$ cat config.mk
export PLATFORM = sky130hd
export DESIGN_NAME = uart_rx_wake
export DESIGN_NICKNAME = d
export VERILOG_FILES = /design/src/hdl/uart_rx_pkg.sv /design/src/hdl/uart_rx_wake.sv /design/src/hdl/rx_line_sync.sv /design/src/hdl/baud_tick_gen.sv
export VERILOG_INCLUDE_DIRS = /design/src /design/src/hdl
export SDC_FILE = /design/constraint.sdc
export NUM_CORES = 1
export LEC_CHECK = 0
export BUFFER_PORTS_ARGS = -buffer_cell sky130_fd_sc_hd__buf_2
export CAP_MARGIN = 30
export CORE_ASPECT_RATIO = 0.7
export CORE_MARGIN = 4
export CORE_UTILIZATION = 56
export DETAILED_ROUTE_END_ITERATION = 8
export PLACE_DENSITY = 0.89
export SLEW_MARGIN = 20
export SYNTH_ARGS = -nofsm -noshare
export SYNTH_HDL_FRONTEND = slang
export SYNTH_SLANG_ARGS = --single-unit
$ cat constraint.sdc
create_clock -name clk -period 3 [get_ports clk]
set_input_delay 0.15 -clock clk [delete_from_list [all_inputs] [get_ports clk]]
set_output_delay 0.15 -clock clk [all_outputs]
set_load 0.05 [all_outputs]
$ cat src/hdl/uart_rx_defs.svh
`ifndef UART_RX_DEFS_SVH
`define UART_RX_DEFS_SVH

// ----------------------------------------
// Register byte offsets
// ----------------------------------------
`define OFS_IRQ_GLOBAL     8'h00
`define OFS_IRQ_FLAGS      8'h04
`define OFS_IRQ_ENABLES    8'h08
`define OFS_IRQ_PRIORITIES 8'h0c
`define OFS_RX_STATUS      8'h10
`define OFS_RX_DATA        8'h14
`define OFS_TX_STATUS      8'h18
`define OFS_BAUD_CONTROL   8'h1c
`define OFS_DIVISOR_HIGH   8'h20
`define OFS_DIVISOR_LOW    8'h24

// ----------------------------------------
// Field positions
// ----------------------------------------
`define GLOBAL_IRQ_EN_BIT  7
`define PERIPH_IRQ_EN_BIT  6
`define RX_IRQ_BIT         5
`define PORT_ENABLE_BIT    7
`define NINTH_EN_BIT       6
`define CONT_RX_EN_BIT     4
`define ADDR_DET_EN_BIT    3
`define FRAMING_ERR_BIT    2
`define OVERRUN_ERR_BIT    1
`define NINTH_VAL_BIT      0
`define CLOCKED_MODE_BIT   4
`define HIGH_SPEED_BIT     2
`define RX_IDLE_BIT        6
`define WIDE_COUNTER_BIT   3
`define WAKE_ENABLE_BIT    1

// ----------------------------------------
// Reset values and counts
// ----------------------------------------
`define REG_RESET          8'h00
`define LINE_IDLE          1'b1
`define SAMPLE_MID         4'h7
`define SAMPLE_LAST        4'hf
`define SLOW_PRESCALE      2'h3
`define WORD_BITS          4'h8
`define NINE_BITS          4'h9

`endif

$ cat src/hdl/uart_rx_pkg.sv
package uart_rx_pkg;

    // Receiver states, one-hot
    typedef enum logic [4:0] {
        ST_IDLE  = 5'b00001,
        ST_START = 5'b00010,
        ST_DATA  = 5'b00100,
        ST_STOP  = 5'b01000,
        ST_WAKE  = 5'b10000
    } rx_state_e;

    // Baud generator setup
    typedef struct packed {
        logic        high_speed;
        logic        wide_counter;
        logic [15:0] divisor;
    } baud_cfg_s;

    // One received character
    typedef struct packed {
        logic [7:0] data;
        logic       ninth;
        logic       framing;
    } rx_char_s;

    // Software-held control bits
    typedef struct packed {
        logic       global_irq_enable;
        logic       peripheral_irq_enable;
        logic       rx_irq_enable;
        logic       rx_irq_priority;
        logic       port_enable;
        logic       rx_ninth_bit_enable;
        logic       continuous_rx_enable;
        logic       address_detect_enable;
        logic       clocked_mode_select;
        logic       baud_high_speed;
        logic       baud_wide_counter;
        logic       wake_on_break_enable;
        logic [7:0] divisor_high;
        logic [7:0] divisor_low;
    } ctrl_s;

endpackage

$ cat src/hdl/uart_rx_wake.sv
// The register offsets and register access over Wishbone were decided locally.
`timescale 1ns/100ps
`include "uart_rx_defs.svh"

module uart_rx_wake (
    input  wire logic        clk,
    input  wire logic        rst,
    input  wire logic        cyc_i,
    input  wire logic        stb_i,
    input  wire logic        we_i,
    input  wire logic [7:0]  adr_i,
    input  wire logic [3:0]  sel_i,
    input  wire logic [31:0] dat_i,
    output logic      [31:0] dat_o,
    output logic             ack_o,
    input  wire logic        rx_line,
    input  wire logic        sleep_mode,
    output logic             irq_req,
    output logic             irq_high_prio
);

    // ----------------------------------------
    // Declarations
    // ----------------------------------------
    uart_rx_pkg::ctrl_s     ctrl_reg;
    uart_rx_pkg::ctrl_s     ctrl_next;
    uart_rx_pkg::rx_char_s  buf_reg;
    uart_rx_pkg::rx_char_s  buf_next;
    uart_rx_pkg::rx_char_s  char_in;
    uart_rx_pkg::baud_cfg_s baud_cfg;
    uart_rx_pkg::rx_state_e state_reg;
    uart_rx_pkg::rx_state_e state_next;

    logic        rx_flag_reg;
    logic        rx_flag_next;
    logic        overrun_reg;
    logic        overrun_next;
    logic        ack_reg;
    logic        ack_next;
    logic [31:0] dat_o_reg;
    logic [31:0] dat_o_next;
    logic        irq_reg;
    logic        irq_next;
    logic        prio_reg;
    logic        prio_next;

    logic [3:0]  tick_cnt_reg;
    logic [3:0]  tick_cnt_next;
    logic [3:0]  bit_cnt_reg;
    logic [3:0]  bit_cnt_next;
    logic [8:0]  shift_reg;
    logic [8:0]  shift_next;
    logic        line_prev_reg;
    logic        wake_seen_reg;
    logic        wake_seen_next;

    logic        line;
    logic        sample_tick;
    logic        baud_run;
    logic        rx_allowed;
    logic        wake_active;
    logic        line_fell;
    logic        line_rose;
    logic [3:0]  char_bits;
    logic        char_done;
    logic        wake_fall;
    logic        wake_rise;
    logic        bus_req;
    logic        bus_wr;
    logic        bus_rd;
    logic        data_read;
    logic        keep_char;
    logic [7:0]  rd_byte;

    // ----------------------------------------
    // Line sampling and baud clock
    // ----------------------------------------

    // Two flops ahead of any use of the pin
    rx_line_sync #(
        .STAGES (2)
    ) u_sync (
        .clk       (clk),
        .rst       (rst),
        .rx_line   (rx_line),
        .line_sync (line)
    );

    always_comb begin
        baud_run = ctrl_reg.port_enable && !ctrl_reg.clocked_mode_select && !sleep_mode;
        baud_cfg.high_speed   = ctrl_reg.baud_high_speed;
        baud_cfg.wide_counter = ctrl_reg.baud_wide_counter;
        baud_cfg.divisor      = {ctrl_reg.divisor_high, ctrl_reg.divisor_low};
    end

    baud_tick_gen #(
        .DIV_W (16)
    ) u_baud (
        .clk         (clk),
        .rst         (rst),
        .run         (baud_run),
        .cfg         (baud_cfg),
        .sample_tick (sample_tick)
    );

    // ----------------------------------------
    // Receiver state machine
    // ----------------------------------------

    // Line edges and permission terms
    always_comb begin
        line_fell = line_prev_reg && !line;
        line_rose = !line_prev_reg && line;
        rx_allowed = ctrl_reg.port_enable && !ctrl_reg.clocked_mode_select
                     && ctrl_reg.continuous_rx_enable && !overrun_reg && !sleep_mode;
        wake_active = ctrl_reg.wake_on_break_enable && ctrl_reg.port_enable
                      && !ctrl_reg.clocked_mode_select;
        char_bits = ctrl_reg.rx_ninth_bit_enable ? `NINE_BITS : `WORD_BITS;
    end

    // Next state of the receiver
    always_comb begin
        state_next     = state_reg;
        tick_cnt_next  = tick_cnt_reg;
        bit_cnt_next   = bit_cnt_reg;
        shift_next     = shift_reg;
        wake_seen_next = wake_seen_reg;
        char_done      = 1'b0;
        wake_fall      = 1'b0;
        wake_rise      = 1'b0;
        case (state_reg)
            uart_rx_pkg::ST_IDLE: begin
                if (wake_active) begin
                    state_next     = uart_rx_pkg::ST_WAKE;
                    wake_seen_next = 1'b0;
                end else if (rx_allowed && line_fell) begin
                    state_next    = uart_rx_pkg::ST_START;
                    tick_cnt_next = 4'h0;
                end
            end
            uart_rx_pkg::ST_START: begin
                if (!rx_allowed || wake_active) begin
                    state_next = uart_rx_pkg::ST_IDLE;
                end else if (sample_tick) begin
                    if (tick_cnt_reg == `SAMPLE_MID) begin
                        // A glitch shorter than half a bit is dropped
                        state_next    = line ? uart_rx_pkg::ST_IDLE : uart_rx_pkg::ST_DATA;
                        tick_cnt_next = 4'h0;
                        bit_cnt_next  = 4'h0;
                    end else begin
                        tick_cnt_next = tick_cnt_reg + 4'h1;
                    end
                end
            end
            uart_rx_pkg::ST_DATA: begin
                if (!rx_allowed || wake_active) begin
                    state_next = uart_rx_pkg::ST_IDLE;
                end else if (sample_tick) begin
                    tick_cnt_next = tick_cnt_reg + 4'h1;
                    if (tick_cnt_reg == `SAMPLE_LAST) begin
                        shift_next   = {line, shift_reg[8:1]};
                        bit_cnt_next = bit_cnt_reg + 4'h1;
                        if (bit_cnt_reg + 4'h1 == char_bits) begin
                            state_next = uart_rx_pkg::ST_STOP;
                        end
                    end
                end
            end
            uart_rx_pkg::ST_STOP: begin
                if (!rx_allowed || wake_active) begin
                    state_next = uart_rx_pkg::ST_IDLE;
                end else if (sample_tick) begin
                    tick_cnt_next = tick_cnt_reg + 4'h1;
                    if (tick_cnt_reg == `SAMPLE_LAST) begin
                        char_done  = 1'b1;
                        state_next = uart_rx_pkg::ST_IDLE;
                    end
                end
            end
            uart_rx_pkg::ST_WAKE: begin
                if (!wake_active) begin
                    state_next = uart_rx_pkg::ST_IDLE;
                end else if (!wake_seen_reg && line_fell) begin
                    wake_fall      = 1'b1;
                    wake_seen_next = 1'b1;
                end else if (wake_seen_reg && line_rose) begin
                    wake_rise      = 1'b1;
                    wake_seen_next = 1'b0;
                    state_next     = uart_rx_pkg::ST_IDLE;
                end
            end
            default: begin
                state_next = uart_rx_pkg::ST_IDLE;
            end
        endcase
    end

    // Receiver registers
    always_ff @(posedge clk) begin
        if (rst) begin
            state_reg     <= uart_rx_pkg::ST_IDLE;
            tick_cnt_reg  <= 4'h0;
            bit_cnt_reg   <= 4'h0;
            shift_reg     <= 9'h000;
            line_prev_reg <= `LINE_IDLE;
            wake_seen_reg <= 1'b0;
        end else begin
            state_reg     <= state_next;
            tick_cnt_reg  <= tick_cnt_next;
            bit_cnt_reg   <= bit_cnt_next;
            shift_reg     <= shift_next;
            line_prev_reg <= line;
            wake_seen_reg <= wake_seen_next;
        end
    end

    // ----------------------------------------
    // Register file and bus slave
    // ----------------------------------------

    // Character as it leaves the shifter
    always_comb begin
        char_in.data    = ctrl_reg.rx_ninth_bit_enable ? shift_reg[7:0] : shift_reg[8:1];
        char_in.ninth   = ctrl_reg.rx_ninth_bit_enable ? shift_reg[8] : 1'b0;
        char_in.framing = !line;
        keep_char = !(ctrl_reg.address_detect_enable && ctrl_reg.rx_ninth_bit_enable
                      && !char_in.ninth);
    end

    // Next values of software-visible state
    always_comb begin
        ctrl_next    = ctrl_reg;
        buf_next     = buf_reg;
        rx_flag_next = rx_flag_reg;
        overrun_next = overrun_reg;
        rd_byte      = `REG_RESET;
        bus_req      = cyc_i && stb_i && !ack_reg;
        bus_wr       = bus_req && we_i && sel_i[0];
        bus_rd       = bus_req && !we_i;
        data_read    = 1'b0;

        // Address decode; unmapped offsets read zero and ignore writes
        if (adr_i == `OFS_IRQ_GLOBAL) begin
            rd_byte[`GLOBAL_IRQ_EN_BIT] = ctrl_reg.global_irq_enable;
            rd_byte[`PERIPH_IRQ_EN_BIT] = ctrl_reg.peripheral_irq_enable;
            if (bus_wr) begin
                ctrl_next.global_irq_enable     = dat_i[`GLOBAL_IRQ_EN_BIT];
                ctrl_next.peripheral_irq_enable = dat_i[`PERIPH_IRQ_EN_BIT];
            end
        end else if (adr_i == `OFS_IRQ_FLAGS) begin
            // Flag is read-only; only a data read clears it
            rd_byte[`RX_IRQ_BIT] = rx_flag_reg;
        end else if (adr_i == `OFS_IRQ_ENABLES) begin
            rd_byte[`RX_IRQ_BIT] = ctrl_reg.rx_irq_enable;
            if (bus_wr) begin
                ctrl_next.rx_irq_enable = dat_i[`RX_IRQ_BIT];
            end
        end else if (adr_i == `OFS_IRQ_PRIORITIES) begin
            rd_byte[`RX_IRQ_BIT] = ctrl_reg.rx_irq_priority;
            if (bus_wr) begin
                ctrl_next.rx_irq_priority = dat_i[`RX_IRQ_BIT];
            end
        end else if (adr_i == `OFS_RX_STATUS) begin
            rd_byte[`PORT_ENABLE_BIT] = ctrl_reg.port_enable;
            rd_byte[`NINTH_EN_BIT]    = ctrl_reg.rx_ninth_bit_enable;
            rd_byte[`CONT_RX_EN_BIT]  = ctrl_reg.continuous_rx_enable;
            rd_byte[`ADDR_DET_EN_BIT] = ctrl_reg.address_detect_enable;
            rd_byte[`FRAMING_ERR_BIT] = buf_reg.framing;
            rd_byte[`OVERRUN_ERR_BIT] = overrun_reg;
            rd_byte[`NINTH_VAL_BIT]   = buf_reg.ninth;
            if (bus_wr) begin
                ctrl_next.port_enable           = dat_i[`PORT_ENABLE_BIT];
                ctrl_next.rx_ninth_bit_enable   = dat_i[`NINTH_EN_BIT];
                ctrl_next.continuous_rx_enable  = dat_i[`CONT_RX_EN_BIT];
                ctrl_next.address_detect_enable = dat_i[`ADDR_DET_EN_BIT];
                if (!dat_i[`CONT_RX_EN_BIT]) begin
                    overrun_next     = 1'b0;
                    buf_next.framing = 1'b0;
                end
            end
        end else if (adr_i == `OFS_RX_DATA) begin
            rd_byte   = buf_reg.data;
            data_read = bus_rd;
        end else if (adr_i == `OFS_TX_STATUS) begin
            rd_byte[`CLOCKED_MODE_BIT] = ctrl_reg.clocked_mode_select;
            rd_byte[`HIGH_SPEED_BIT]   = ctrl_reg.baud_high_speed;
            if (bus_wr) begin
                ctrl_next.clocked_mode_select = dat_i[`CLOCKED_MODE_BIT];
                ctrl_next.baud_high_speed     = dat_i[`HIGH_SPEED_BIT];
            end
        end else if (adr_i == `OFS_BAUD_CONTROL) begin
            rd_byte[`RX_IDLE_BIT]      = (state_reg == uart_rx_pkg::ST_IDLE);
            rd_byte[`WIDE_COUNTER_BIT] = ctrl_reg.baud_wide_counter;
            rd_byte[`WAKE_ENABLE_BIT]  = ctrl_reg.wake_on_break_enable;
        end else if (adr_i == `OFS_DIVISOR_HIGH) begin
            rd_byte = ctrl_reg.divisor_high;
            if (bus_wr) begin
                ctrl_next.divisor_high = dat_i[7:0];
            end
        end else if (adr_i == `OFS_DIVISOR_LOW) begin
            rd_byte = ctrl_reg.divisor_low;
            if (bus_wr) begin
                ctrl_next.divisor_low = dat_i[7:0];
            end
        end

        if (data_read) begin
            rx_flag_next = 1'b0;
        end

        if (wake_rise) begin
            ctrl_next.wake_on_break_enable = 1'b0;
        end
        // Software write lands last, so a fresh set is never lost
        if (bus_wr && adr_i == `OFS_BAUD_CONTROL) begin
            ctrl_next.baud_wide_counter    = dat_i[`WIDE_COUNTER_BIT];
            ctrl_next.wake_on_break_enable = dat_i[`WAKE_ENABLE_BIT];
        end

        if (wake_fall) begin
            rx_flag_next = 1'b1;
        end

        if (char_done && keep_char) begin
            if (rx_flag_reg && !data_read) begin
                overrun_next = 1'b1;
            end else begin
                buf_next     = char_in;
                rx_flag_next = 1'b1;
            end
        end

        irq_next  = rx_flag_next && ctrl_next.rx_irq_enable
                    && ctrl_next.peripheral_irq_enable && ctrl_next.global_irq_enable;
        prio_next = ctrl_next.rx_irq_priority;

        // One wait state, then ack for a single cycle
        ack_next   = bus_req;
        dat_o_next = bus_rd ? {24'h000000, rd_byte} : 32'h00000000;
    end

    // Register file registers
    always_ff @(posedge clk) begin
        if (rst) begin
            ctrl_reg    <= '0;
            buf_reg     <= '0;
            rx_flag_reg <= 1'b0;
            overrun_reg <= 1'b0;
            ack_reg     <= 1'b0;
            dat_o_reg   <= 32'h00000000;
            irq_reg     <= 1'b0;
            prio_reg    <= 1'b0;
        end else begin
            ctrl_reg    <= ctrl_next;
            buf_reg     <= buf_next;
            rx_flag_reg <= rx_flag_next;
            overrun_reg <= overrun_next;
            ack_reg     <= ack_next;
            dat_o_reg   <= dat_o_next;
            irq_reg     <= irq_next;
            prio_reg    <= prio_next;
        end
    end

    // Outputs straight from flops
    assign ack_o         = ack_reg;
    assign dat_o         = dat_o_reg;
    assign irq_req       = irq_reg;
    assign irq_high_prio = prio_reg;

endmodule

$ cat src/hdl/rx_line_sync.sv
`timescale 1ns/100ps
`include "uart_rx_defs.svh"

module rx_line_sync #(
    parameter int STAGES = 2
) (
    input  wire logic clk,
    input  wire logic rst,
    input  wire logic rx_line,
    output logic      line_sync
);

    logic [STAGES-1:0] chain_reg;
    logic [STAGES-1:0] chain_next;

    // Fewer than two stages would not settle metastability
    generate
        if (STAGES < 2) begin : g_check
            $error("rx_line_sync needs at least two stages");
        end
    endgenerate

    // Shift the pin along the chain
    always_comb begin
        chain_next = {chain_reg[STAGES-2:0], rx_line};
    end

    // Idle line is high, so reset to high
    always_ff @(posedge clk) begin
        if (rst) begin
            chain_reg <= {STAGES{`LINE_IDLE}};
        end else begin
            chain_reg <= chain_next;
        end
    end

    assign line_sync = chain_reg[STAGES-1];

endmodule

$ cat src/hdl/baud_tick_gen.sv
`timescale 1ns/100ps
`include "uart_rx_defs.svh"

module baud_tick_gen #(
    parameter int DIV_W = 16
) (
    input  wire logic                  clk,
    input  wire logic                  rst,
    input  wire logic                  run,
    input  wire uart_rx_pkg::baud_cfg_s cfg,
    output logic                       sample_tick
);

    logic [DIV_W-1:0] count_reg;
    logic [DIV_W-1:0] count_next;
    logic [1:0]       pre_reg;
    logic [1:0]       pre_next;
    logic             tick_reg;
    logic             tick_next;
    logic [DIV_W-1:0] reload;
    logic             slow_mode;

    // The divisor pair is sixteen bits wide
    generate
        if (DIV_W < 16) begin : g_check
            $error("baud_tick_gen divisor counter too narrow");
        end
    endgenerate

    always_comb begin
        reload    = cfg.wide_counter ? DIV_W'(cfg.divisor) : DIV_W'(cfg.divisor[7:0]);
        slow_mode = !cfg.high_speed && !cfg.wide_counter;
        count_next = count_reg;
        pre_next   = pre_reg;
        tick_next  = 1'b0;
        if (!run) begin
            count_next = reload;
            pre_next   = 2'h0;
        end else if (count_reg == '0) begin
            count_next = reload;
            // Slow rate is divided down so the sampler always sees x16
            if (slow_mode) begin
                pre_next  = pre_reg + 2'h1;
                tick_next = (pre_reg == `SLOW_PRESCALE);
            end else begin
                tick_next = 1'b1;
            end
        end else begin
            count_next = count_reg - DIV_W'(1);
        end
    end

    // Counter registers
    always_ff @(posedge clk) begin
        if (rst) begin
            count_reg <= '0;
            pre_reg   <= 2'h0;
            tick_reg  <= 1'b0;
        end else begin
            count_reg <= count_next;
            pre_reg   <= pre_next;
            tick_reg  <= tick_next;
        end
    end

    assign sample_tick = tick_reg;

endmodule

; Word-level counts from Yosys, hierarchy flattened
; Index checks and enable logic that the tools add are counted.
[word_totals]
reg_bits = 119
inputBits = 51
output_inout_bits = 35
word_cells = 285
[op_classes]
addsub = 4
n_eq_ne = 41
n_mux = 126
bitwise = 14
reduce_logical = 65
[op_table]
columns = operator, n
row1 = 5-bit 2-to-1 mux, 16
row2 = 1-bit 2-to-1 mux, 65
row3 = 4-bit 2-to-1 mux, 15
row4 = 16-bit 2-to-1 mux, 3
row5 = 8-bit 2-to-1 mux, 6
row6 = 8-bit by 5-bit == test with 1-bit output (second input constant), 4
row7 = 1-bit logical AND, 26
row8 = 2-bit 2-to-1 mux, 13
row9 = 5-bit case mux with 5 select lines, 1
row10 = 3-bit inequality test (second input constant), 8
row11 = 10-bit AND reduction, 2
row12 = 2-bit inequality test (second input constant), 9
row13 = 8-bit by 4-bit == test with 1-bit output (second input constant), 2
row14 = 8-bit by 6-bit == test with 1-bit output (second input constant), 2
row15 = 16-bit zero test, 1
row16 = 16-bit by 1-bit subtractor with 16-bit output (second input constant), 1
row17 = 1-bit zero test, 14
row18 = 1-bit NOT, 14
row19 = 7-bit AND reduction, 2
row20 = 4-bit case mux with 3 select lines, 1
row21 = 11-bit AND reduction, 1
row22 = 3-bit by 2-bit inequality test with 1-bit output (second input constant), 3
row23 = 4-bit by 1-bit adder with 4-bit output (second input constant), 2
row24 = 8-bit by 3-bit == test with 1-bit output (second input constant), 1
row25 = 28 further kinds, 38

; Logic depth before layout (Yosys ltp)
[logic_depth]
word_depth = 16
ltp_mapped = 7
ltp_nobuf = 6

; Modules after synthesis
; A second synthesis with hierarchy kept.
[hier_totals]
hier_cells = 553
hier_area_um2 = 4782.1
[by_module_without_submodules]
columns = mod, n_inst, cells_each, area_per_inst_um2, seq_area_each_um2
row1 = uart_rx_wake, 1, 427, 3704.8, 1481.4
row2 = baud_tick_gen, 1, 122, 1024.7, 380.4
row3 = rx_line_sync, 1, 4, 52.6, 40.0

; Worst setup path before layout
; Ideal clock, no wire load.
[synth_timing]
path_type = flip-flop to flip-flop
startpoint = register state_reg[0]
endpoint = register buf_reg[9] in the netlist's numbering
setup_time_ns = 0.128
t_arrival_ns = 2.060
required_ns = 2.872
slack_ns = 0.812
stages_incl_launch_ff = 8
n_path_buf = 2
period_less_slack_ns = 2.188
cell_sequence = dfxtp_1 buf_6 or2_2 or4b_2 nor4b_4 buf_6 mux2i_1 nor2_1
[synth_between]
elab_chain_len = 4
[synth_rtl]
columns = item, line_no
row1 = start: declaration, uart_rx_wake.sv:31  ; uart_rx_pkg::rx_state_e state_reg;
row2 = start signal: assignment, uart_rx_wake.sv:201  ; state_reg <= uart_rx_pkg::ST_IDLE;
row3 = start signal: assignment, uart_rx_wake.sv:208  ; state_reg <= state_next;
row4 = 5-bit by 4-bit == test with 1-bit output, uart_rx_wake.sv:131  ; case (state_reg)
row5 = 1-bit 2-to-1 mux, uart_rx_wake.sv:131
row6 = 1-bit logical AND, uart_rx_wake.sv:324  ; if (char_done && keep_char) begin
row7 = 2-bit AND reduction (no source line), n/a
row8 = end signal: assignment, uart_rx_wake.sv:355  ; buf_reg <= buf_next;
row9 = end: declaration, uart_rx_wake.sv:27  ; uart_rx_pkg::rx_char_s buf_reg;
; Every way passes these cells.
; A chain may end at the register's enable or synchronous reset.

; Worst setup path in the final report
[layout_timing]
startpoint = register tick_cnt_reg[0]
endpoint = register buf_reg[9] in the netlist's numbering
[layout_between]
elab_chain_len = 7
[layout_rtl]
columns = item, line_no
row1 = start: declaration, uart_rx_wake.sv:47  ; logic [3:0] tick_cnt_reg;
row2 = start signal: assignment, uart_rx_wake.sv:209  ; tick_cnt_reg <= tick_cnt_next;
row3 = 4-bit == test (no source line), n/a
row4 = 1-bit 2-to-1 mux, uart_rx_wake.sv:174  ; if (tick_cnt_reg == `SAMPLE_LAST) begin
row5 = 1-bit 2-to-1 mux, uart_rx_wake.sv:172  ; end else if (sample_tick) begin
row6 = 1-bit 2-to-1 mux, uart_rx_wake.sv:170  ; if (!rx_allowed || wake_active) begin
row7 = 1-bit 2-to-1 mux, uart_rx_wake.sv:131
row8 = 1-bit logical AND, uart_rx_wake.sv:324
row9 = 2-bit AND reduction (no source line), n/a
; Every way passes these cells.

==> flow_metrics.py <==
metrics = {
    "die": {
        "fp.dieArea_um2": 10290,
        "die-width_um": 119.6,
        "start_util_pct": 57.54,
        "die_h_um": 86.09,
        "ios": 86,
        "core-area_um2": 8478,
        "rows": 28,
    },
    "worst_setup_path": {
        "critPathCaptureType": "register",
        "cp.required_ps": 3200,
        "slowest_delay_ps": 700,
        "cp.arrival_ps": 2670,
        "critPathBufInv": 1,
        "crit_slowest_cell": "or4b_2",
        "start_kind": "register",
        "worstPathMaxFanout": 12,
        "r2r_slack_ps": 530,
        "path_class": "register to register",
        "crit_family": "simple AND/OR/NAND/NOR gates",
        "cp_cell_sequence": "ha_1 > nand4_1 > or4b_2 > nor4b_4 > buf_4 > mux2i_1 > nor2_1",
    },
    "timing": {
        "slew_headroom_pct": 45.33,
        "finalMaxSlewViolations": 0,
        "fin_crit_sh_pct": 82.26,
        "setup_viol": 0,
        "clock_skew_ps": 10.78,
        "rsz0062_at_grt": "no",
        "fmax_mhz": 405.2,
        "worst_hold_slack_ps": 89.39,
        "tns_ps": 0,
        "worst_slew_pin_slew_ps": 815.1,
        "min_period_ps": 2468,
        "finalHoldViolations": 0,
    },
    "final_layout": {
        "antenna_cells": 0,
        "syn_to_final_growth_pct": 8.771,
        "drive_gt1_share_pct": 13.45,
        "mostFrequentLayoutCell": "dfxtp_1",
        "final_nets": 631,
        "fin_util_pct": 62.59,
        "final_cell_mix": "dfxtp_1, nor2_1, mux2i_1",
        "largest_register_ffs": 18,
    },
    "detailed_routing": {
        "route.detailed.drc": 0,
        "vias": 4238,
        "post_drt_via_cell_ratio": 6.054,
        "ant_nets": 0,
        "wl_per_cell_um": 17.22,
        "drt_iter0_markers": 560,
        "wl_um": 12060,
        "first_pass_iters": 6,
    },
    "synth": {
        "synth_edf_count": 0,
        "synthTopCellsByArea": "dfxtp_1, mux2i_1, nor2_1",
        "syn_area_um2": 4878,
        "synth_seq_cells": 95,
        "synth_top_area_share_pct": 38.98,
        "synth_warnings": 0,
        "synthCells": 552,
        "synth_cell_types": 61,
        "synth-main-ff-cell": "dfxtp_1",
        "synth_top_cell_by_area": "dfxtp_1",
        "ys_async_sr_fraction_pct": 0,
        "yosysSeqAreaShare_pct": 38.98,
        "syn_area_per_cell_um2": 8.838,
    },
    "power_and_ir_drop": {
        "p_leak_nw": 1.971,
        "max-vdd-ir-drop_mv": 0.4718,
        "cellPowerDensity_nw_per_um2": 506.1,
    },
    "grt": {
        "antenna_found_initial": 0,
        "globalRoute.totalOverflow": 0,
        "grt_pass1_vias": 4042,
        "grt_max_degree": 51,
        "grt_pass1_wl_um": 19640,
        "track_usage_pct": 23.92,
    },
    "run_status": {
        "outcome": "finished clean",
    },
    "placement": {
        "place.gp.congestion": 0.9800,
        "dpl.hpwl_um": 8757,
        "numPortBuffers": 34,
    },
    "cts": {
        "cts.repair.resized": 0,
        "clkTransAtPathRegs_ps": 70,
        "cts_buffer_depth": 2,
        "numCtsBuffers": 9,
        "cts.htree.levels": 3,
        "clk-insertion-delay-late_ps": 350,
        "root_buffer": "clkbuf_16",
        "cts.sinks": 95,
        "cts_tree": "yes",
    },
    "hold_path": {
        "min_path_type": "input pin to register",
    },
    "job": {
        "drv_cap": 0,
    },
}
## area by class of cell
class	count	area (um^2)
repair buffers	41	225.2
clock buffers	11	232.7
inverters	7	26.28
flip-flops and latches	95	1902
multi-input cells	421	2729
well taps	120	150.1
fillers	730	3172
clock inverters	5	41.29
## metrics by stage
| step | cell area (um^2) | setup slack [ps] | std cells | power, mW |
|---|---|---|---|---|
| floorplan | 4965 | 812.5 | 575 | 1.588 |
| detailed placement | 5022 | 557.5 | 683 | 1.630 |
| CTS | 5306 | 514.7 | 700 | 2.687 |
| global placement | 5022 | 674.5 | 683 | 1.615 |
| finish | 5306 | 532.1 | 700 | 2.685 |
| global route | 5306 | 366.8 | 700 | 2.777 |
## path summary, 6_finish.rpt
path                             from                   to  cells past startpoint
hold / removal               dat_i[1]         ctrl_reg[16]                      3
hold reg to reg   u_sync.chain_reg[0]  u_sync.chain_reg[1]                      1
setup reg to reg      tick_cnt_reg[0]           buf_reg[9]                      7
setup / recovery      tick_cnt_reg[0]           buf_reg[9]                      7
## metal layers
metal | routed length [um] | track usage (%) | vias to the layer above
met4 | 255 | 8.732 | 0
li1 | - | - | 2002
met3 | 1362 | 8.042 | 29
met1 | 5040 | 31.53 | 1979
met2 | 5396 | 36.73 | 228
met5 | 0 | 0 | -
## repair_timing
item	4_1_cts	5_1_grt
setup buffers	0	0
endpoints found under the hold margin	1	0
hold buffers	1	0
## kinds of logic after synthesis
family                     synth area share [%]
AOI/OAI and AO/OA                         13.16
other                                   0.07687
xor gates and xnor gates                  2.873
DFF                                       38.98
and+or+nand+nor                           25.70
buffers and inverters                     6.848
muxes                                     11.08
adders and majority gates                 1.282
## tightest hold or removal path: stages
cell and delay, ps:
buf_2 130, nand2_1 60, a21oi_1 50
## synth_stat cells, types with 3 or more instances
cell type,n
buf_2,6
nor4b_1,6
nor4_1,4
inv_1,7
a21o_1,3
a22oi_1,15
xnor2_1,8
nand4_1,9
mux2i_1,45
nand4b_1,4
and2_1,4
nor2_1,82
nand3_1,19
buf_4,24
mux2_2,8
o21ai_0,8
clkbuf_1,20
nand3b_1,10
nand2b_1,9
a211oi_1,9
dfxtp_1,95
or2_2,6
nor3_1,24
a21oi_1,23
o31ai_1,5
or4_1,4
xor2_1,8
o21a_1,4
or4b_1,3
and3_1,3
ha_1,5
a31oi_1,3
a222oi_1,3
o311ai_0,3
nand2_1,26
## where the power goes
part | switching [mW] | leakage, nW | internal [mW]
clock | 0.503 | 0.127 | 0.570
combinational | 0.232 | 1.08 | 0.0810
sequential | 0.0265 | 0.766 | 1.27
total | 0.761 | 1.97 | 1.92
Power figures use the tool's default switching activity.
